**src/hdl/cmac_defs.vh**
```
`ifndef CMAC_DEFS_VH
`define CMAC_DEFS_VH

// Register byte addresses
`define CMAC_A_CTRL      12'h000
`define CMAC_A_STAT      12'h004
`define CMAC_A_ADDR_LO   12'h008
`define CMAC_A_ADDR_HI   12'h00C

// Control fields
`define CMAC_CTRL_SERIAL 0
`define CMAC_CTRL_FDX    1
`define CMAC_CTRL_PROM   2
`define CMAC_CTRL_MCAST  3
`define CMAC_CTRL_RST    4'h0

// Status fields, sticky bits are write-one-to-clear
`define CMAC_ST_LOST     0
`define CMAC_ST_EXCOL    1
`define CMAC_ST_RXCODE   2
`define CMAC_ST_RXCRC    3
`define CMAC_ST_RXDROP   4
`define CMAC_ST_TXBUSY   8
`define CMAC_ST_RXACT    9
`define CMAC_ST_ATT_LSB  12

// Line timing in bit times
`define CMAC_SLOT_BITS   10'h200
`define CMAC_IFG_BITS    10'h060
`define CMAC_JAM_BITS    10'h020

// Frame layout, retry limits, CRC and backoff LFSR constants
`define CMAC_PRE_LAST    4'h6
`define CMAC_PRE_BYTE    8'h55
`define CMAC_SFD_BYTE    8'hD5
`define CMAC_JAM_NIB     4'h5
`define CMAC_MIN_DATA    6'h3C
`define CMAC_DA_LAST     16'h0005
`define CMAC_DA_BYTES    16'h0006
`define CMAC_RX_MIN      16'h000A
`define CMAC_MAX_ATT     5'h10
`define CMAC_BO_LIMIT    5'h0A
`define CMAC_CRC_INIT    32'hFFFFFFFF
`define CMAC_CRC_POLY    32'hEDB88320
`define CMAC_CRC_RESID   32'hDEBB20E3
`define CMAC_LFSR_SEED   16'hACE1

`endif

```
**src/hdl/cmac_core.v**
```verilog
`timescale 1ns/1ps
`include "cmac_defs.vh"


module cmac_core (
  // System
  input  wire        pclk,
  input  wire        presetn,
  // APB slave
  input  wire [11:0] paddr,
  input  wire        psel,
  input  wire        penable,
  input  wire        pwrite,
  input  wire [31:0] pwdata,
  output reg  [31:0] prdata,
  output reg         pready,
  output reg         pslverr,
  // Transmit FIFO, show-ahead head byte
  input  wire        tx_valid,
  input  wire [7:0]  tx_data,
  input  wire        tx_last,
  output reg         tx_pop,
  output reg         tx_rewind,
  output reg         tx_done,
  output reg         tx_abort,
  // Receive FIFO
  output reg         rx_valid,
  output reg  [7:0]  rx_data,
  output reg         rx_last,
  output reg         rx_bad,
  // PHY
  input  wire        tx_line_clock,
  output reg  [3:0]  txd,
  output reg         tx_en,
  input  wire        col,
  input  wire        crs,
  input  wire        rx_line_clock,
  input  wire        rx_dv,
  input  wire        rx_er,
  input  wire [3:0]  rxd
);

  localparam T_IDLE = 3'h0;
  localparam T_PRE  = 3'h1;
  localparam T_DATA = 3'h2;
  localparam T_PAD  = 3'h3;
  localparam T_FCS  = 3'h4;
  localparam T_JAM  = 3'h5;
  localparam T_BACK = 3'h6;
  localparam T_IFG  = 3'h7;

  function [9:0] ticks;
    input [9:0] bits;
    input       ser;
    begin
      ticks = ser ? bits : {2'h0, bits[9:2]};
    end
  endfunction

  function [9:0] bo_mask;
    input [4:0] n;
    reg   [4:0] k;
    begin
      k = (n > `CMAC_BO_LIMIT) ? `CMAC_BO_LIMIT : n;
      bo_mask = (10'h001 << k) - 10'h001;
    end
  endfunction

  ////////////////////////////////////////////////////////////////////////////////
  // Pin synchronisers and line clock edges

  wire [9:0] s_pins;
  reg        txc_d;
  reg        rxc_d;

  cmac_sync #(.W(10)) u_sync (
    .clk   (pclk),
    .rst_n (presetn),
    .d     ({tx_line_clock, rx_line_clock, col, crs, rx_dv, rx_er, rxd}),
    .q     (s_pins)
  );

  wire       s_txc   = s_pins[9];
  wire       s_rxc   = s_pins[8];
  wire       col_s   = s_pins[7];
  wire       crs_s   = s_pins[6];
  wire       dv_s    = s_pins[5];
  wire       er_s    = s_pins[4];
  wire [3:0] rxd_s   = s_pins[3:0];
  // Edges found at pclk rate, so the line clock must stay well below pclk / 2
  wire       tx_tick = s_txc & ~txc_d;
  wire       rx_tick = s_rxc & ~rxc_d;

  always @(posedge pclk or negedge presetn) begin
    if (!presetn) begin
      txc_d <= 1'b0;
      rxc_d <= 1'b0;
    end else begin
      txc_d <= s_txc;
      rxc_d <= s_rxc;
    end
  end

  ////////////////////////////////////////////////////////////////////////////////
  // Registers

  reg  [3:0]  ctrl;
  reg  [31:0] addr_lo;
  reg  [15:0] addr_hi;
  reg  [4:0]  sticky;
  reg  [4:0]  att;
  reg         rx_act;
  reg  [2:0]  ts;
  reg         set_lost;
  reg         set_excol;
  reg         set_code;
  reg         set_crc;
  reg         set_drop;
  reg  [31:0] rd_mux;

  wire serial  = ctrl[`CMAC_CTRL_SERIAL];
  wire fdx     = ctrl[`CMAC_CTRL_FDX];
  wire tx_busy = (ts != T_IDLE) && (ts <= T_JAM);
  wire setup   = psel & ~penable;
  wire wr_acc  = psel & penable & pready & pwrite;

  always @* begin
    case (paddr)
      `CMAC_A_CTRL:    rd_mux = {28'h0000000, ctrl};
      `CMAC_A_STAT:    rd_mux = {15'h0000, att, 2'h0, rx_act, tx_busy, 3'h0, sticky};
      `CMAC_A_ADDR_LO: rd_mux = addr_lo;
      `CMAC_A_ADDR_HI: rd_mux = {16'h0000, addr_hi};
      default:         rd_mux = 32'h00000000;
    endcase
  end

  always @(posedge pclk or negedge presetn) begin
    if (!presetn) begin
      prdata  <= 32'h00000000;
      pready  <= 1'b0;
      pslverr <= 1'b0;
      ctrl    <= `CMAC_CTRL_RST;
      addr_lo <= 32'h00000000;
      addr_hi <= 16'h0000;
      sticky  <= 5'h00;
    end else begin
      pready  <= setup;
      pslverr <= setup && (paddr != `CMAC_A_CTRL) && (paddr != `CMAC_A_STAT) &&
                 (paddr != `CMAC_A_ADDR_LO) && (paddr != `CMAC_A_ADDR_HI);
      if (setup) begin
        prdata <= rd_mux;
      end
      if (wr_acc && (paddr == `CMAC_A_CTRL)) begin
        ctrl <= pwdata[3:0];
      end
      if (wr_acc && (paddr == `CMAC_A_ADDR_LO)) begin
        addr_lo <= pwdata;
      end
      if (wr_acc && (paddr == `CMAC_A_ADDR_HI)) begin
        addr_hi <= pwdata[15:0];
      end
      // A hardware event in the clearing cycle survives the clear
      sticky <= (sticky & ~((wr_acc && (paddr == `CMAC_A_STAT)) ? pwdata[4:0] : 5'h00)) |
                {set_drop, set_crc, set_code, set_excol, set_lost};
    end
  end

  ////////////////////////////////////////////////////////////////////////////////
  // Transmit

  reg  [7:0]  cur;
  reg  [3:0]  ubits;
  reg  [3:0]  bcnt;
  reg  [5:0]  dcnt;
  reg         last_b;
  reg  [31:0] tcrc;
  reg  [31:0] fcs;
  reg  [9:0]  cnt;
  reg  [9:0]  slots;
  reg  [9:0]  ccnt;
  reg         cs_seen;
  reg  [15:0] lfsr;
  wire [3:0]  step     = serial ? 4'h1 : 4'h4;
  wire        from_q   = (ts == T_DATA) ? !last_b : (ts == T_PRE);
  wire [7:0]  nbyte    = from_q ? tx_data : 8'h00;
  wire        tx_line  = (ts != T_IDLE) && (ts <= T_FCS);
  wire [4:0]  att_n    = att + 5'h01;
  wire [31:0] tcrc_nx;

  cmac_crc u_tcrc (
    .crc_in  (tcrc),
    .data    (nbyte),
    .crc_out (tcrc_nx)
  );

  always @(posedge pclk or negedge presetn) begin
    if (!presetn) begin
      ts <= T_IDLE;
      txd <= 4'h0;
      tx_en <= 1'b0;
      cur <= 8'h00;
      ubits <= 4'h0;
      bcnt <= 4'h0;
      dcnt <= 6'h00;
      last_b <= 1'b0;
      tcrc <= `CMAC_CRC_INIT;
      fcs <= 32'h00000000;
      cnt <= 10'h000;
      slots <= 10'h000;
      ccnt <= 10'h000;
      cs_seen <= 1'b0;
      att <= 5'h00;
      lfsr <= `CMAC_LFSR_SEED;
      tx_pop <= 1'b0;
      tx_rewind <= 1'b0;
      tx_done <= 1'b0;
      tx_abort <= 1'b0;
      set_lost <= 1'b0;
      set_excol <= 1'b0;
    end else begin
      lfsr <= {lfsr[14:0], lfsr[15] ^ lfsr[13] ^ lfsr[12] ^ lfsr[10]};
      tx_pop <= 1'b0;
      tx_rewind <= 1'b0;
      tx_done <= 1'b0;
      tx_abort <= 1'b0;
      set_lost <= 1'b0;
      set_excol <= 1'b0;
      if (tx_tick) begin
        if (ts == T_IDLE) begin
          if (tx_valid && (fdx || !crs_s)) begin
            cur <= `CMAC_PRE_BYTE;
            ubits <= 4'h8;
            bcnt <= 4'h0;
            dcnt <= 6'h00;
            tcrc <= `CMAC_CRC_INIT;
            ccnt <= 10'h000;
            cs_seen <= 1'b0;
            ts <= T_PRE;
          end
        end else if (tx_line && !fdx && col_s) begin
          ts <= T_JAM;
          cnt <= ticks(`CMAC_JAM_BITS, serial);
        end else if (tx_line) begin
          // Unit and enable change together on one line clock rise
          txd <= serial ? {3'h0, cur[0]} : cur[3:0];
          tx_en <= 1'b1;
          cur <= serial ? {1'b0, cur[7:1]} : {4'h0, cur[7:4]};
          ubits <= ubits - step;
          if (crs_s) begin
            cs_seen <= 1'b1;
          end
          if (ccnt < ticks(`CMAC_SLOT_BITS, serial)) begin
            ccnt <= ccnt + 10'h001;
          end
          if (!fdx && !cs_seen && !crs_s &&
              (ccnt == ticks(`CMAC_SLOT_BITS, serial) - 10'h001)) begin
            set_lost <= 1'b1;
          end
          if (ubits == step) begin
            ubits <= 4'h8;
            if (from_q || (ts == T_PAD) || ((ts == T_DATA) && (dcnt < `CMAC_MIN_DATA))) begin
              if ((ts == T_PRE) && (bcnt < `CMAC_PRE_LAST)) begin
                cur <= `CMAC_PRE_BYTE;
                bcnt <= bcnt + 4'h1;
              end else if ((ts == T_PRE) && (bcnt == `CMAC_PRE_LAST)) begin
                cur <= `CMAC_SFD_BYTE;
                bcnt <= bcnt + 4'h1;
              end else if ((ts != T_PAD) || (dcnt < `CMAC_MIN_DATA)) begin
                cur <= nbyte;
                tcrc <= tcrc_nx;
                last_b <= tx_last;
                tx_pop <= from_q;
                ts <= from_q ? T_DATA : T_PAD;
                if (dcnt < `CMAC_MIN_DATA) begin
                  dcnt <= dcnt + 6'h01;
                end
              end else begin
                cur <= ~tcrc[7:0];
                fcs <= {8'h00, ~tcrc[31:8]};
                bcnt <= 4'h0;
                ts <= T_FCS;
              end
            end else if (ts != T_FCS) begin
              cur <= ~tcrc[7:0];
              fcs <= {8'h00, ~tcrc[31:8]};
              bcnt <= 4'h0;
              ts <= T_FCS;
            end else if (bcnt == 4'h3) begin
              ts <= T_IFG;
              cnt <= ticks(`CMAC_IFG_BITS, serial);
              att <= 5'h00;
              tx_done <= 1'b1;
            end else begin
              cur <= fcs[7:0];
              fcs <= {8'h00, fcs[31:8]};
              bcnt <= bcnt + 4'h1;
            end
          end
        end else if (ts == T_JAM) begin
          txd <= serial ? {3'h0, cnt[0]} : `CMAC_JAM_NIB;
          tx_en <= 1'b1;
          cnt <= cnt - 10'h001;
          if (cnt == 10'h001) begin
            if (att_n == `CMAC_MAX_ATT) begin
              set_excol <= 1'b1;
              tx_abort <= 1'b1;
              att <= 5'h00;
              ts <= T_IFG;
              cnt <= ticks(`CMAC_IFG_BITS, serial);
            end else begin
              att <= att_n;
              slots <= lfsr[9:0] & bo_mask(att_n);
              tx_rewind <= 1'b1;
              ts <= T_BACK;
              cnt <= ticks(`CMAC_SLOT_BITS, serial);
            end
          end
        end else begin
          txd <= 4'h0;
          tx_en <= 1'b0;
          cnt <= cnt - 10'h001;
          if (ts == T_BACK) begin
            if (slots == 10'h000) begin
              ts <= T_IFG;
              cnt <= ticks(`CMAC_IFG_BITS, serial);
            end else if (cnt == 10'h001) begin
              slots <= slots - 10'h001;
              cnt <= ticks(`CMAC_SLOT_BITS, serial);
            end
          end else if (cnt == 10'h001) begin
            ts <= T_IDLE;
          end
        end
      end
    end
  end

  ////////////////////////////////////////////////////////////////////////////////
  // Receive

  reg  [7:0]  dl [0:5];
  reg  [7:0]  asm_b;
  reg  [3:0]  apos;
  reg  [3:0]  prev_u;
  reg  [15:0] rcnt;
  reg         sfd;
  reg         acc;
  reg         rerr;
  reg  [1:0]  rflush;
  reg  [31:0] rcrc;
  wire        take   = serial ? crs_s : dv_s;
  wire [7:0]  asm_nx = serial ? {rxd_s[0], asm_b[7:1]} : {rxd_s, asm_b[7:4]};
  wire [47:0] da     = {asm_nx, dl[0], dl[1], dl[2], dl[3], dl[4]};
  wire        hit    = ctrl[`CMAC_CTRL_PROM] | (ctrl[`CMAC_CTRL_MCAST] & dl[4][0]) |
                       (da == {addr_hi, addr_lo});
  wire [31:0] rcrc_nx;
  integer     i;

  cmac_crc u_rcrc (
    .crc_in  (rcrc),
    .data    (asm_nx),
    .crc_out (rcrc_nx)
  );

  always @(posedge pclk or negedge presetn) begin
    if (!presetn) begin
      for (i = 0; i < 6; i = i + 1) begin
        dl[i] <= 8'h00;
      end
      rx_act <= 1'b0;
      asm_b <= 8'h00;
      apos <= 4'h0;
      prev_u <= 4'h0;
      rcnt <= 16'h0000;
      sfd <= 1'b0;
      acc <= 1'b0;
      rerr <= 1'b0;
      rflush <= 2'h0;
      rcrc <= `CMAC_CRC_INIT;
      rx_valid <= 1'b0;
      rx_data <= 8'h00;
      rx_last <= 1'b0;
      rx_bad <= 1'b0;
      set_code <= 1'b0;
      set_crc <= 1'b0;
      set_drop <= 1'b0;
    end else begin
      rx_valid <= 1'b0;
      rx_last <= 1'b0;
      set_code <= 1'b0;
      set_crc <= 1'b0;
      set_drop <= 1'b0;
      if (!rx_act) begin
        if (rflush != 2'h0) begin
          // Drain the two data bytes still held ahead of the FCS
          rx_valid <= 1'b1;
          rx_data <= (rflush == 2'h2) ? dl[5] : dl[4];
          rx_last <= (rflush == 2'h1);
          rx_bad <= (rflush == 2'h1) && (rerr || (rcrc != `CMAC_CRC_RESID));
          rflush <= rflush - 2'h1;
        end else if (crs_s && (fdx || !tx_busy)) begin
          rx_act <= 1'b1;
          sfd <= 1'b0;
          apos <= 4'h0;
          prev_u <= 4'h0;
          rcnt <= 16'h0000;
          acc <= 1'b0;
          rerr <= 1'b0;
          rcrc <= `CMAC_CRC_INIT;
        end
      end else if (!crs_s) begin
        rx_act <= 1'b0;
        if (sfd && acc && (rcnt >= `CMAC_RX_MIN)) begin
          rflush <= 2'h2;
          set_code <= rerr;
          set_crc <= (rcrc != `CMAC_CRC_RESID);
        end
      end else if (rx_tick && take) begin
        if (!serial && er_s) begin
          rerr <= 1'b1;
        end
        if (!sfd) begin
          // Preamble may arrive shortened; only the delimiter pattern matters
          prev_u <= rxd_s;
          if (serial ? (prev_u[0] & rxd_s[0]) : ((prev_u == 4'h5) && (rxd_s == 4'hD))) begin
            sfd <= 1'b1;
          end
        end else begin
          asm_b <= asm_nx;
          apos <= apos + step;
          if ((apos + step) == 4'h8) begin
            apos <= 4'h0;
            rcrc <= rcrc_nx;
            for (i = 5; i > 0; i = i - 1) begin
              dl[i] <= dl[i-1];
            end
            dl[0] <= asm_nx;
            if (rcnt != 16'hFFFF) begin
              rcnt <= rcnt + 16'h0001;
            end
            if (rcnt == `CMAC_DA_LAST) begin
              acc <= hit;
              set_drop <= !hit;
            end
            if ((rcnt >= `CMAC_DA_BYTES) && acc) begin
              rx_valid <= 1'b1;
              rx_data <= dl[5];
              rx_bad <= 1'b0;
            end
          end
        end
      end
    end
  end

endmodule

```
**src/hdl/cmac_crc.v**
```verilog
`timescale 1ns/1ps
`include "cmac_defs.vh"

module cmac_crc (
  // Running value and byte
  input  wire [31:0] crc_in,
  input  wire [7:0]  data,
  output reg  [31:0] crc_out
);

  integer i;

  // Reflected form, least significant bit of each byte first as on the wire
  always @* begin
    crc_out = crc_in;
    for (i = 0; i < 8; i = i + 1) begin
      crc_out = (crc_out >> 1) ^ ((crc_out[0] ^ data[i]) ? `CMAC_CRC_POLY : 32'h00000000);
    end
  end

endmodule

```
**src/hdl/cmac_sync.v**
```verilog
`timescale 1ns/1ps
`include "cmac_defs.vh"

module cmac_sync #(
  parameter W = 1
) (
  // Clock and reset
  input  wire         clk,
  input  wire         rst_n,
  // Data
  input  wire [W-1:0] d,
  output reg  [W-1:0] q
);

  reg [W-1:0] meta;

  always @(posedge clk or negedge rst_n) begin
    if (!rst_n) begin
      meta <= {W{1'b0}};
      q    <= {W{1'b0}};
    end else begin
      meta <= d;
      q    <= meta;
    end
  end

endmodule

```
**config.mk**
```make
export PLATFORM = sky130hd
export DESIGN_NAME = cmac_core
export DESIGN_NICKNAME = d
export VERILOG_FILES = /design/src/hdl/cmac_core.v /design/src/hdl/cmac_crc.v /design/src/hdl/cmac_sync.v
export VERILOG_INCLUDE_DIRS = /design/src /design/src/hdl
export SDC_FILE = /design/constraint.sdc
export NUM_CORES = 1
export LEC_CHECK = 0
export ABC_CLOCK_PERIOD_IN_PS = 7900
export BUFFER_PORTS_ARGS = -buffer_cell sky130_fd_sc_hd__buf_2
export CORE_MARGIN = 2
export CORE_UTILIZATION = 52
export CTS_CLUSTER_DIAMETER = 150
export DETAILED_ROUTE_END_ITERATION = 8
export MAX_ROUTING_LAYER = met4
export PLACE_DENSITY = 0.73
export SETUP_SLACK_MARGIN = 0.5
export SYNTH_ARGS = -nofsm -noshare
export SYNTH_HDL_FRONTEND = slang
export SYNTH_HIERARCHICAL = 1
export SYNTH_SLANG_ARGS = --single-unit
```
**constraint.sdc**
```tcl
create_clock -name pclk -period 7.9 [get_ports pclk]
set_input_delay 1.975 -clock pclk [delete_from_list [all_inputs] [get_ports pclk]]
set_output_delay 1.975 -clock pclk [all_outputs]
set_load 0.01 [all_outputs]
```
## Word-level counts from Yosys, hierarchy flattened

Cells that the tools add are included.

- Flip-flop bits (word level): 397
- Bits of input ports: 69
- Output and inout bits: 54
- Word-level logic and storage cells: 548

- $add $sub $neg: 12
- $lt $le $gt $ge: 8
- Eq/ne operators: 66
- Shift-type cells: 1
- Muxes and demuxes: 264
- Bitwise operators: 59
- Reductions and logical operators: 83

Operators with widths:

| cell | count |
|---|---|
| 2-to-1 mux 32 bit | 38 |
| bitwise XOR 31 x 32 -> 32 bit | 16 |
| 2-to-1 mux 10 bit | 24 |
| 2-to-1 mux 8 bit | 21 |
| 2-to-1 mux 16 bit | 8 |
| one-hot mux 32 bit (4 select lines) | 1 |
| 2-to-1 mux 4 bit | 29 |
| 2-to-1 mux 1 bit | 97 |
| 2-to-1 mux 6 bit | 11 |
| 2-to-1 mux 3 bit | 19 |
| 2-to-1 mux 5 bit | 10 |
| equality test 48 bit | 1 |
| AND reduction 9 bit | 5 |
| subtractor 10 x 1 -> 10 bit (second input constant) | 4 |
| != test 32 bit (second input constant) | 1 |
| AND reduction 5 bit | 6 |
| logical AND 1 bit | 27 |
| != test 2 bit (second input constant) | 13 |
| nonzero test 2 bit | 13 |
| equality test 12 x 4 -> 1 bit (second input constant) | 2 |
| != test 12 x 4 -> 1 bit (second input constant) | 2 |
| != test 2 x 1 -> 1 bit (second input constant) | 12 |
| inverter 24 bit | 1 |
| AND reduction 7 bit | 3 |
| other kinds (65) | 129 |

## Longest topological paths before layout

- Depth in word-level cells: 35
- Mapped depth: 14
- Depth with buffers taken out: 10

## By module

Netlist, hierarchy kept.

By module, submodules not included:

| module | instances | cells an instance | area an instance (µm²) | sequential area each (µm²) |
|---|---|---|---|---|
| cmac_core | 1 | 1894 | 18391.4 | 9298.9 |
| cmac_crc | 2 | 72 | 690.7 | 0.0 |
| cmac_sync | 1 | 20 | 500.5 | 500.5 |

## Least setup slack after synthesis

Ideal clock, no wire load.

- Path kind: input -> register
- Start point: in tx_data[0]
- End point: reg tcrc[25]
- Setup time: 73 ps
- Data arrival time: 3626 ps
- Required time: 7827 ps
- Path slack: 4201 ps
- Stages on the path: 7
- Path buffers: 0
- Path through: and2_1 -> xor2_4 -> xnor3_2 -> xor2_1 -> xnor2_1 -> nor2_1 -> a21oi_1

- Cells in the longest elaborated chain, start to end: 21

Ends and longest elaborated chain:

| element | RTL line | text |
|---|---|---|
| from (decl) | cmac_core.v:20 | `input wire [7:0] tx_data,` |
| 2-to-1 mux 8 bit | cmac_core.v:185 | `wire [7:0] nbyte = from_q ? tx_data : 8'h00;` |
| bitwise XOR 1 bit | cmac_crc.v:17 | `` crc_out = (crc_out >> 1) ^ ((crc_out[0] ^ data[i]) ? `CMAC_CRC_POLY : 32'h00000000); `` |
| 2-to-1 mux 32 bit | cmac_crc.v:17 |  |
| bitwise XOR 31 x 32 -> 32 bit (6 in series) | cmac_crc.v:17 |  |
| bitwise XOR 1 bit | cmac_crc.v:17 |  |
| 2-to-1 mux 32 bit | cmac_crc.v:17 |  |
| bitwise XOR 31 x 32 -> 32 bit (2 in series) | cmac_crc.v:17 |  |
| net tcrc_nx[25] | cmac_core.v:188 | `wire [31:0] tcrc_nx;` |
| 2-to-1 mux 32 bit | cmac_core.v:268 | `` end else if ((ts != T_PAD) \|\| (dcnt < `CMAC_MIN_DATA)) begin `` |
| 2-to-1 mux 32 bit | cmac_core.v:265 | `` end else if ((ts == T_PRE) && (bcnt == `CMAC_PRE_LAST)) begin `` |
| 2-to-1 mux 32 bit | cmac_core.v:262 | `` if ((ts == T_PRE) && (bcnt < `CMAC_PRE_LAST)) begin `` |
| 2-to-1 mux 32 bit | cmac_core.v:261 | `` if (from_q \|\| (ts == T_PAD) \|\| ((ts == T_DATA) && (dcnt < `CMAC_MIN_DATA))) begin `` |
| 2-to-1 mux 32 bit | cmac_core.v:259 | `if (ubits == step) begin` |
| 2-to-1 mux 32 bit | cmac_core.v:243 | `end else if (tx_line) begin` |
| 2-to-1 mux 32 bit | cmac_core.v:240 | `end else if (tx_line && !fdx && col_s) begin` |
| 2-to-1 mux 32 bit | cmac_core.v:229 | `if (ts == T_IDLE) begin` |
| to (signal assigned) | cmac_core.v:206 | `` tcrc <= `CMAC_CRC_INIT; `` |
| to (signal assigned) | cmac_core.v:235 | `` tcrc <= `CMAC_CRC_INIT; `` |
| to (signal assigned) | cmac_core.v:270 | `tcrc <= tcrc_nx;` |
| to (decl) | cmac_core.v:176 | `reg [31:0] tcrc;` |

The timed path passes the listed nets, and every way through them passes these cells. The select of a mux whose other input is x is not followed.
A chain may end at the register's enable or synchronous reset.

## Worst setup path after layout

- Start point: reg ctrl[0]
- End point: reg rx_bad

- Cells in the longest elaborated chain, start to end: 5
- Elaborated cells on any way between the ends: 8
- Those cells by class: 1 x add/sub; 3 x eq/ne; 2 x mux; 2 x reduce/logical

Ends and longest elaborated chain:

| element | RTL line | text |
|---|---|---|
| from (decl) | cmac_core.v:107 | `reg [3:0] ctrl;` |
| from (signal assigned) | cmac_core.v:142 | `` ctrl <= `CMAC_CTRL_RST; `` |
| from (signal assigned) | cmac_core.v:154 | `ctrl <= pwdata[3:0];` |
| 2-to-1 mux 3 bit | cmac_core.v:183 | `wire [3:0] step = serial ? 4'h1 : 4'h4;` |
| adder 4 x 3 -> 4 bit | cmac_core.v:431 | `if ((apos + step) == 4'h8) begin` |
| equality test 4 bit | cmac_core.v:431 |  |
| != test 2 x 1 -> 1 bit (no line) | n/a |  |
| AND reduction 6 bit (no line) (*) | n/a |  |
| to (signal assigned) | cmac_core.v:399 | `` rx_bad <= (rflush == 2'h1) && (rerr \|\| (rcrc != `CMAC_CRC_RESID)); `` |
| to (decl) | cmac_core.v:30 | `output reg rx_bad,` |

Every way passes the cells marked *; elsewhere a longest branch is shown, timed or not.

==> flow_summary.yaml <==
outcome:
  outcome: "complete, no violations"
synth:
  yosys_warnings: 6
  synth_top_area_cell: "dfrtp_1"
  synth-edff-count: 0
  synth_flop_cell: "dfrtp_1"
  ys_ff_latch: 388
  avgSynthCellArea_um2: 9.85
  synthCells: 2058
  yosysUniqueCellTypes: 102
  yosysSeqAreaShare_pct: 48.3
  async_flop_share_pct: 100
  syn_nets: 2157
  synth_top_area_share_pct: 39.0
  synthTopCellsByArea: "dfrtp_1 39%, dfstp_2 9.3%, xnor2_1 7.3%"
  syn_area_um2: 20300
sta:
  rsz0062_at_grt: "false"
  slew_viol_final: 0
  tightest_slew_ps: 1140
  finalCriticalPeriod_ps: 4120
  slew_headroom_pct: 24.0
  setup_violations: 0
  period_share_pct: 52.1
  skew_ps: 27.1
  fmax_mhz: 243
  hold_viol: 0
  setup_tns_ps: 0
clock_network:
  cts_buffers: 42
  h-tree-depth: 2
  holdBufCountCts: 0
  clk_latency_ps: 590
  postCtsSetupBuffers: 0
  clk_pin_slew_worst_paths_ps: 60
  clock_path_buffers: 3
  cts.sinks: 388
  cts_resized: 0
  cts_tree: "built"
  root_buffer: "clkbuf_16"
critical_path:
  crit_fanout: 74
  critical_path_required_ps: 8360
  reg2reg_to: "rx_bad$_DFFE_PN0P_"
  cp-end-kind: "register"
  cp-endpoint: "rx_bad$_DFFE_PN0P_"
  startpoint: "ctrl[0]$_DFFE_PN0P_"
  reg2reg_from: "ctrl[0]$_DFFE_PN0P_"
  cp-start-kind: "register"
  worstPathArrival_ps: 4580
  critPathKind: "reg2reg"
  r2r_cells: 10
  reg2reg_setup_slack_ps: 3780
run:
  drv_cap: 0
pwr:
  share_comb_of_total_power_pct: 37.2
  seqPwrFrac_pct: 35.2
  sw_frac_of_total_pct: 37.0
  internal_power_mw: 4.55
  p_leak_nw: 10.3
  clkPwrFrac_pct: 27.6
  cellPowerDensity_nw_per_um2: 319
  power_mw: 7.23
  ir_worst_vdd_v: 0.000226
  netSwitchingPower_mw: 2.68
final_layout:
  n_antenna_cell: 0
  nNetsFinal: 2236
  fillers: 3249
  syn2layout_area_growth_pct: 11.9
  post-route-cell-area_um2: 22700
  fin_cells: 2689
  drive_above_1_share_pct: 18.2
global_routing:
  grt_pass1_vias: 14800
  antenna_found_initial: 0
  grt_pass1_wl_um: 78600
  grt_max_degree: 181
  grt.total_usage_pct: 24.6
  grt_remaining_overflow: 0
place:
  gp_congestion: 0.924
  placed_cell_area_um2: 21300
  place_hpwl_um: 32600
  dp_cells: 2611
  portBuffers: 122
drt:
  drt-initial-drc-count: 1201
  wirelength_um: 47800
  top_layer: "met4"
  vias: 15200
  wl_met3_um: 2390
  drtPass1Iterations: 5
  dr_wl_met2_um: 22400
  vias_per_cell: 5.67
  wl_met1_um: 22000
  drc: 0
  drtAntennaViolNets: 0
  detail_route.wl_per_cell_um: 17.8
floorplan:
  die_w_um: 201
  io_pins: 123
  coreArea_um2: 38600
  die_h_um: 201
  die_area_um2: 40600
  rows: 72
  start_util_pct: 52.6
worst_hold_path:
  min_path_type: "reg2reg"
[layout make-up]
| class | instances | area, um^2 | area share [%] |
|---|---|---|---|
| sequential | 388 | 9800 | 43.2 |
| multi-input combinational | 1493 | 9780 | 43.1 |
| clock buffer | 65 | 1260 | 5.54 |
| timing repair buffer | 140 | 768 | 3.39 |
| tap | 518 | 648 | 2.86 |
| inverter | 72 | 270 | 1.19 |
| clock inverter | 13 | 164 | 0.722 |
[power groups by stage]
| stage | sequential [mW] | combinational [mW] | clock [mW] |
|---|---|---|---|
| 6_report | 2.55 | 2.69 | 1.99 |
| 3_3_place_gp | 2.56 | 2.60 | 0 |
| 3_5_place_dp | 2.58 | 2.66 | 0 |
| 2_1_floorplan | 2.49 | 2.15 | 0 |
| 5_1_grt | 2.58 | 2.99 | 2.12 |
| 4_1_cts | 2.54 | 2.68 | 2.03 |
[worst min-delay path by stage]
stage	start	to	slack, ps	cells past startpoint
finish	u_sync/meta[2]$_DFF_PN0_	u_sync/q[2]$_DFF_PN0_	350	0
global route	u_sync/meta[8]$_DFF_PN0_	u_sync/q[8]$_DFF_PN0_	360	0
CTS	u_sync/meta[2]$_DFF_PN0_	u_sync/q[2]$_DFF_PN0_	350	0
detailed placement	u_sync/meta[2]$_DFF_PN0_	u_sync/q[2]$_DFF_PN0_	330	0
global placement	u_sync/meta[1]$_DFF_PN0_	u_sync/q[1]$_DFF_PN0_	330	0
floorplan	u_sync/meta[0]$_DFF_PN0_	u_sync/q[0]$_DFF_PN0_	330	0
[metrics by stage]
stage / setup slack [ps] / util, % / hold slack (ps)
finish: 3780 / 58.8 / 346
floorplan: 4200 / - / 331
global route: 3490 / 58.8 / 357
detailed placement: 3540 / 55.2 / 335
CTS: 3810 / 58.8 / 348
global placement: 3610 / 55.2 / 332
[Yosys cell counts (all sizes together) (31+ instances only)]
master,n
a31oi,50
clkbuf,61
inv,72
nand2,282
mux2,68
dfrtp,316
xnor2,174
nor3,32
xor2,54
nand3,46
nor2,219
o21ai,109
a21oi,89
mux2i,31
buf,44
dfstp,72
[routing by layer]
layer | track usage [%] | vias up
li1 | - | 7270
met1 | 33.8 | 7498
met2 | 38.1 | 400
met3 | 3.98 | 76
met4 | 6.33 | 0
met5 | - | -
[flip-flops by register name, indices dropped and copies added, names as in the netlist, 16 cells and up]
signal   cells
addr_hi     16
addr_lo     32
fcs         24
rcrc        32
tcrc        32
rcnt        16
lfsr        16
da          40
prdata      32
[cell usage in the layout (no fill, tap or decap), types with 11 or more instances in the layout]
cell and count:
nor2_1 216, dfstp_2 72, clkbuf_8 12, xnor2_1 168, a22o_1 20, nand2b_1 13
ha_1 29, clkbuf_16 42, nand2_1 281, o21ai_0 105, a21oi_1 88, inv_1 72
buf_2 121, and2_1 16, clkbuf_1 11, nand3_1 45, nand4_1 30, mux2i_1 30
dfrtp_1 315, buf_4 17, xor2_1 52, o31ai_1 24, nor4_1 16, a31oi_1 49
mux2_2 53, nor3_1 30, mux2_1 11
[cells by family after synthesis]
kind of cell / Yosys count / share of synthesized area [%]
compound gates: 381 / 12.1
xor+xnor: 232 / 10.7
fa+ha+maj: 30 / 1.85
buf+inv: 177 / 3.57
flops: 388 / 48.3
mux: 103 / 5.84
simple gates: 747 / 17.6
[critical path, cell delays in order, from the launching register on]
cell	delay, ps
dfrtp_2	340
buf_4	500
inv_1	310
ha_1	390
a31oi_1	290
xor2_1	410
nor2_4	60
buf_4	340
a31oi_2	740
inv_1	210
mux2_2	310
No activity file was read; power rests on OpenSTA's default activity.
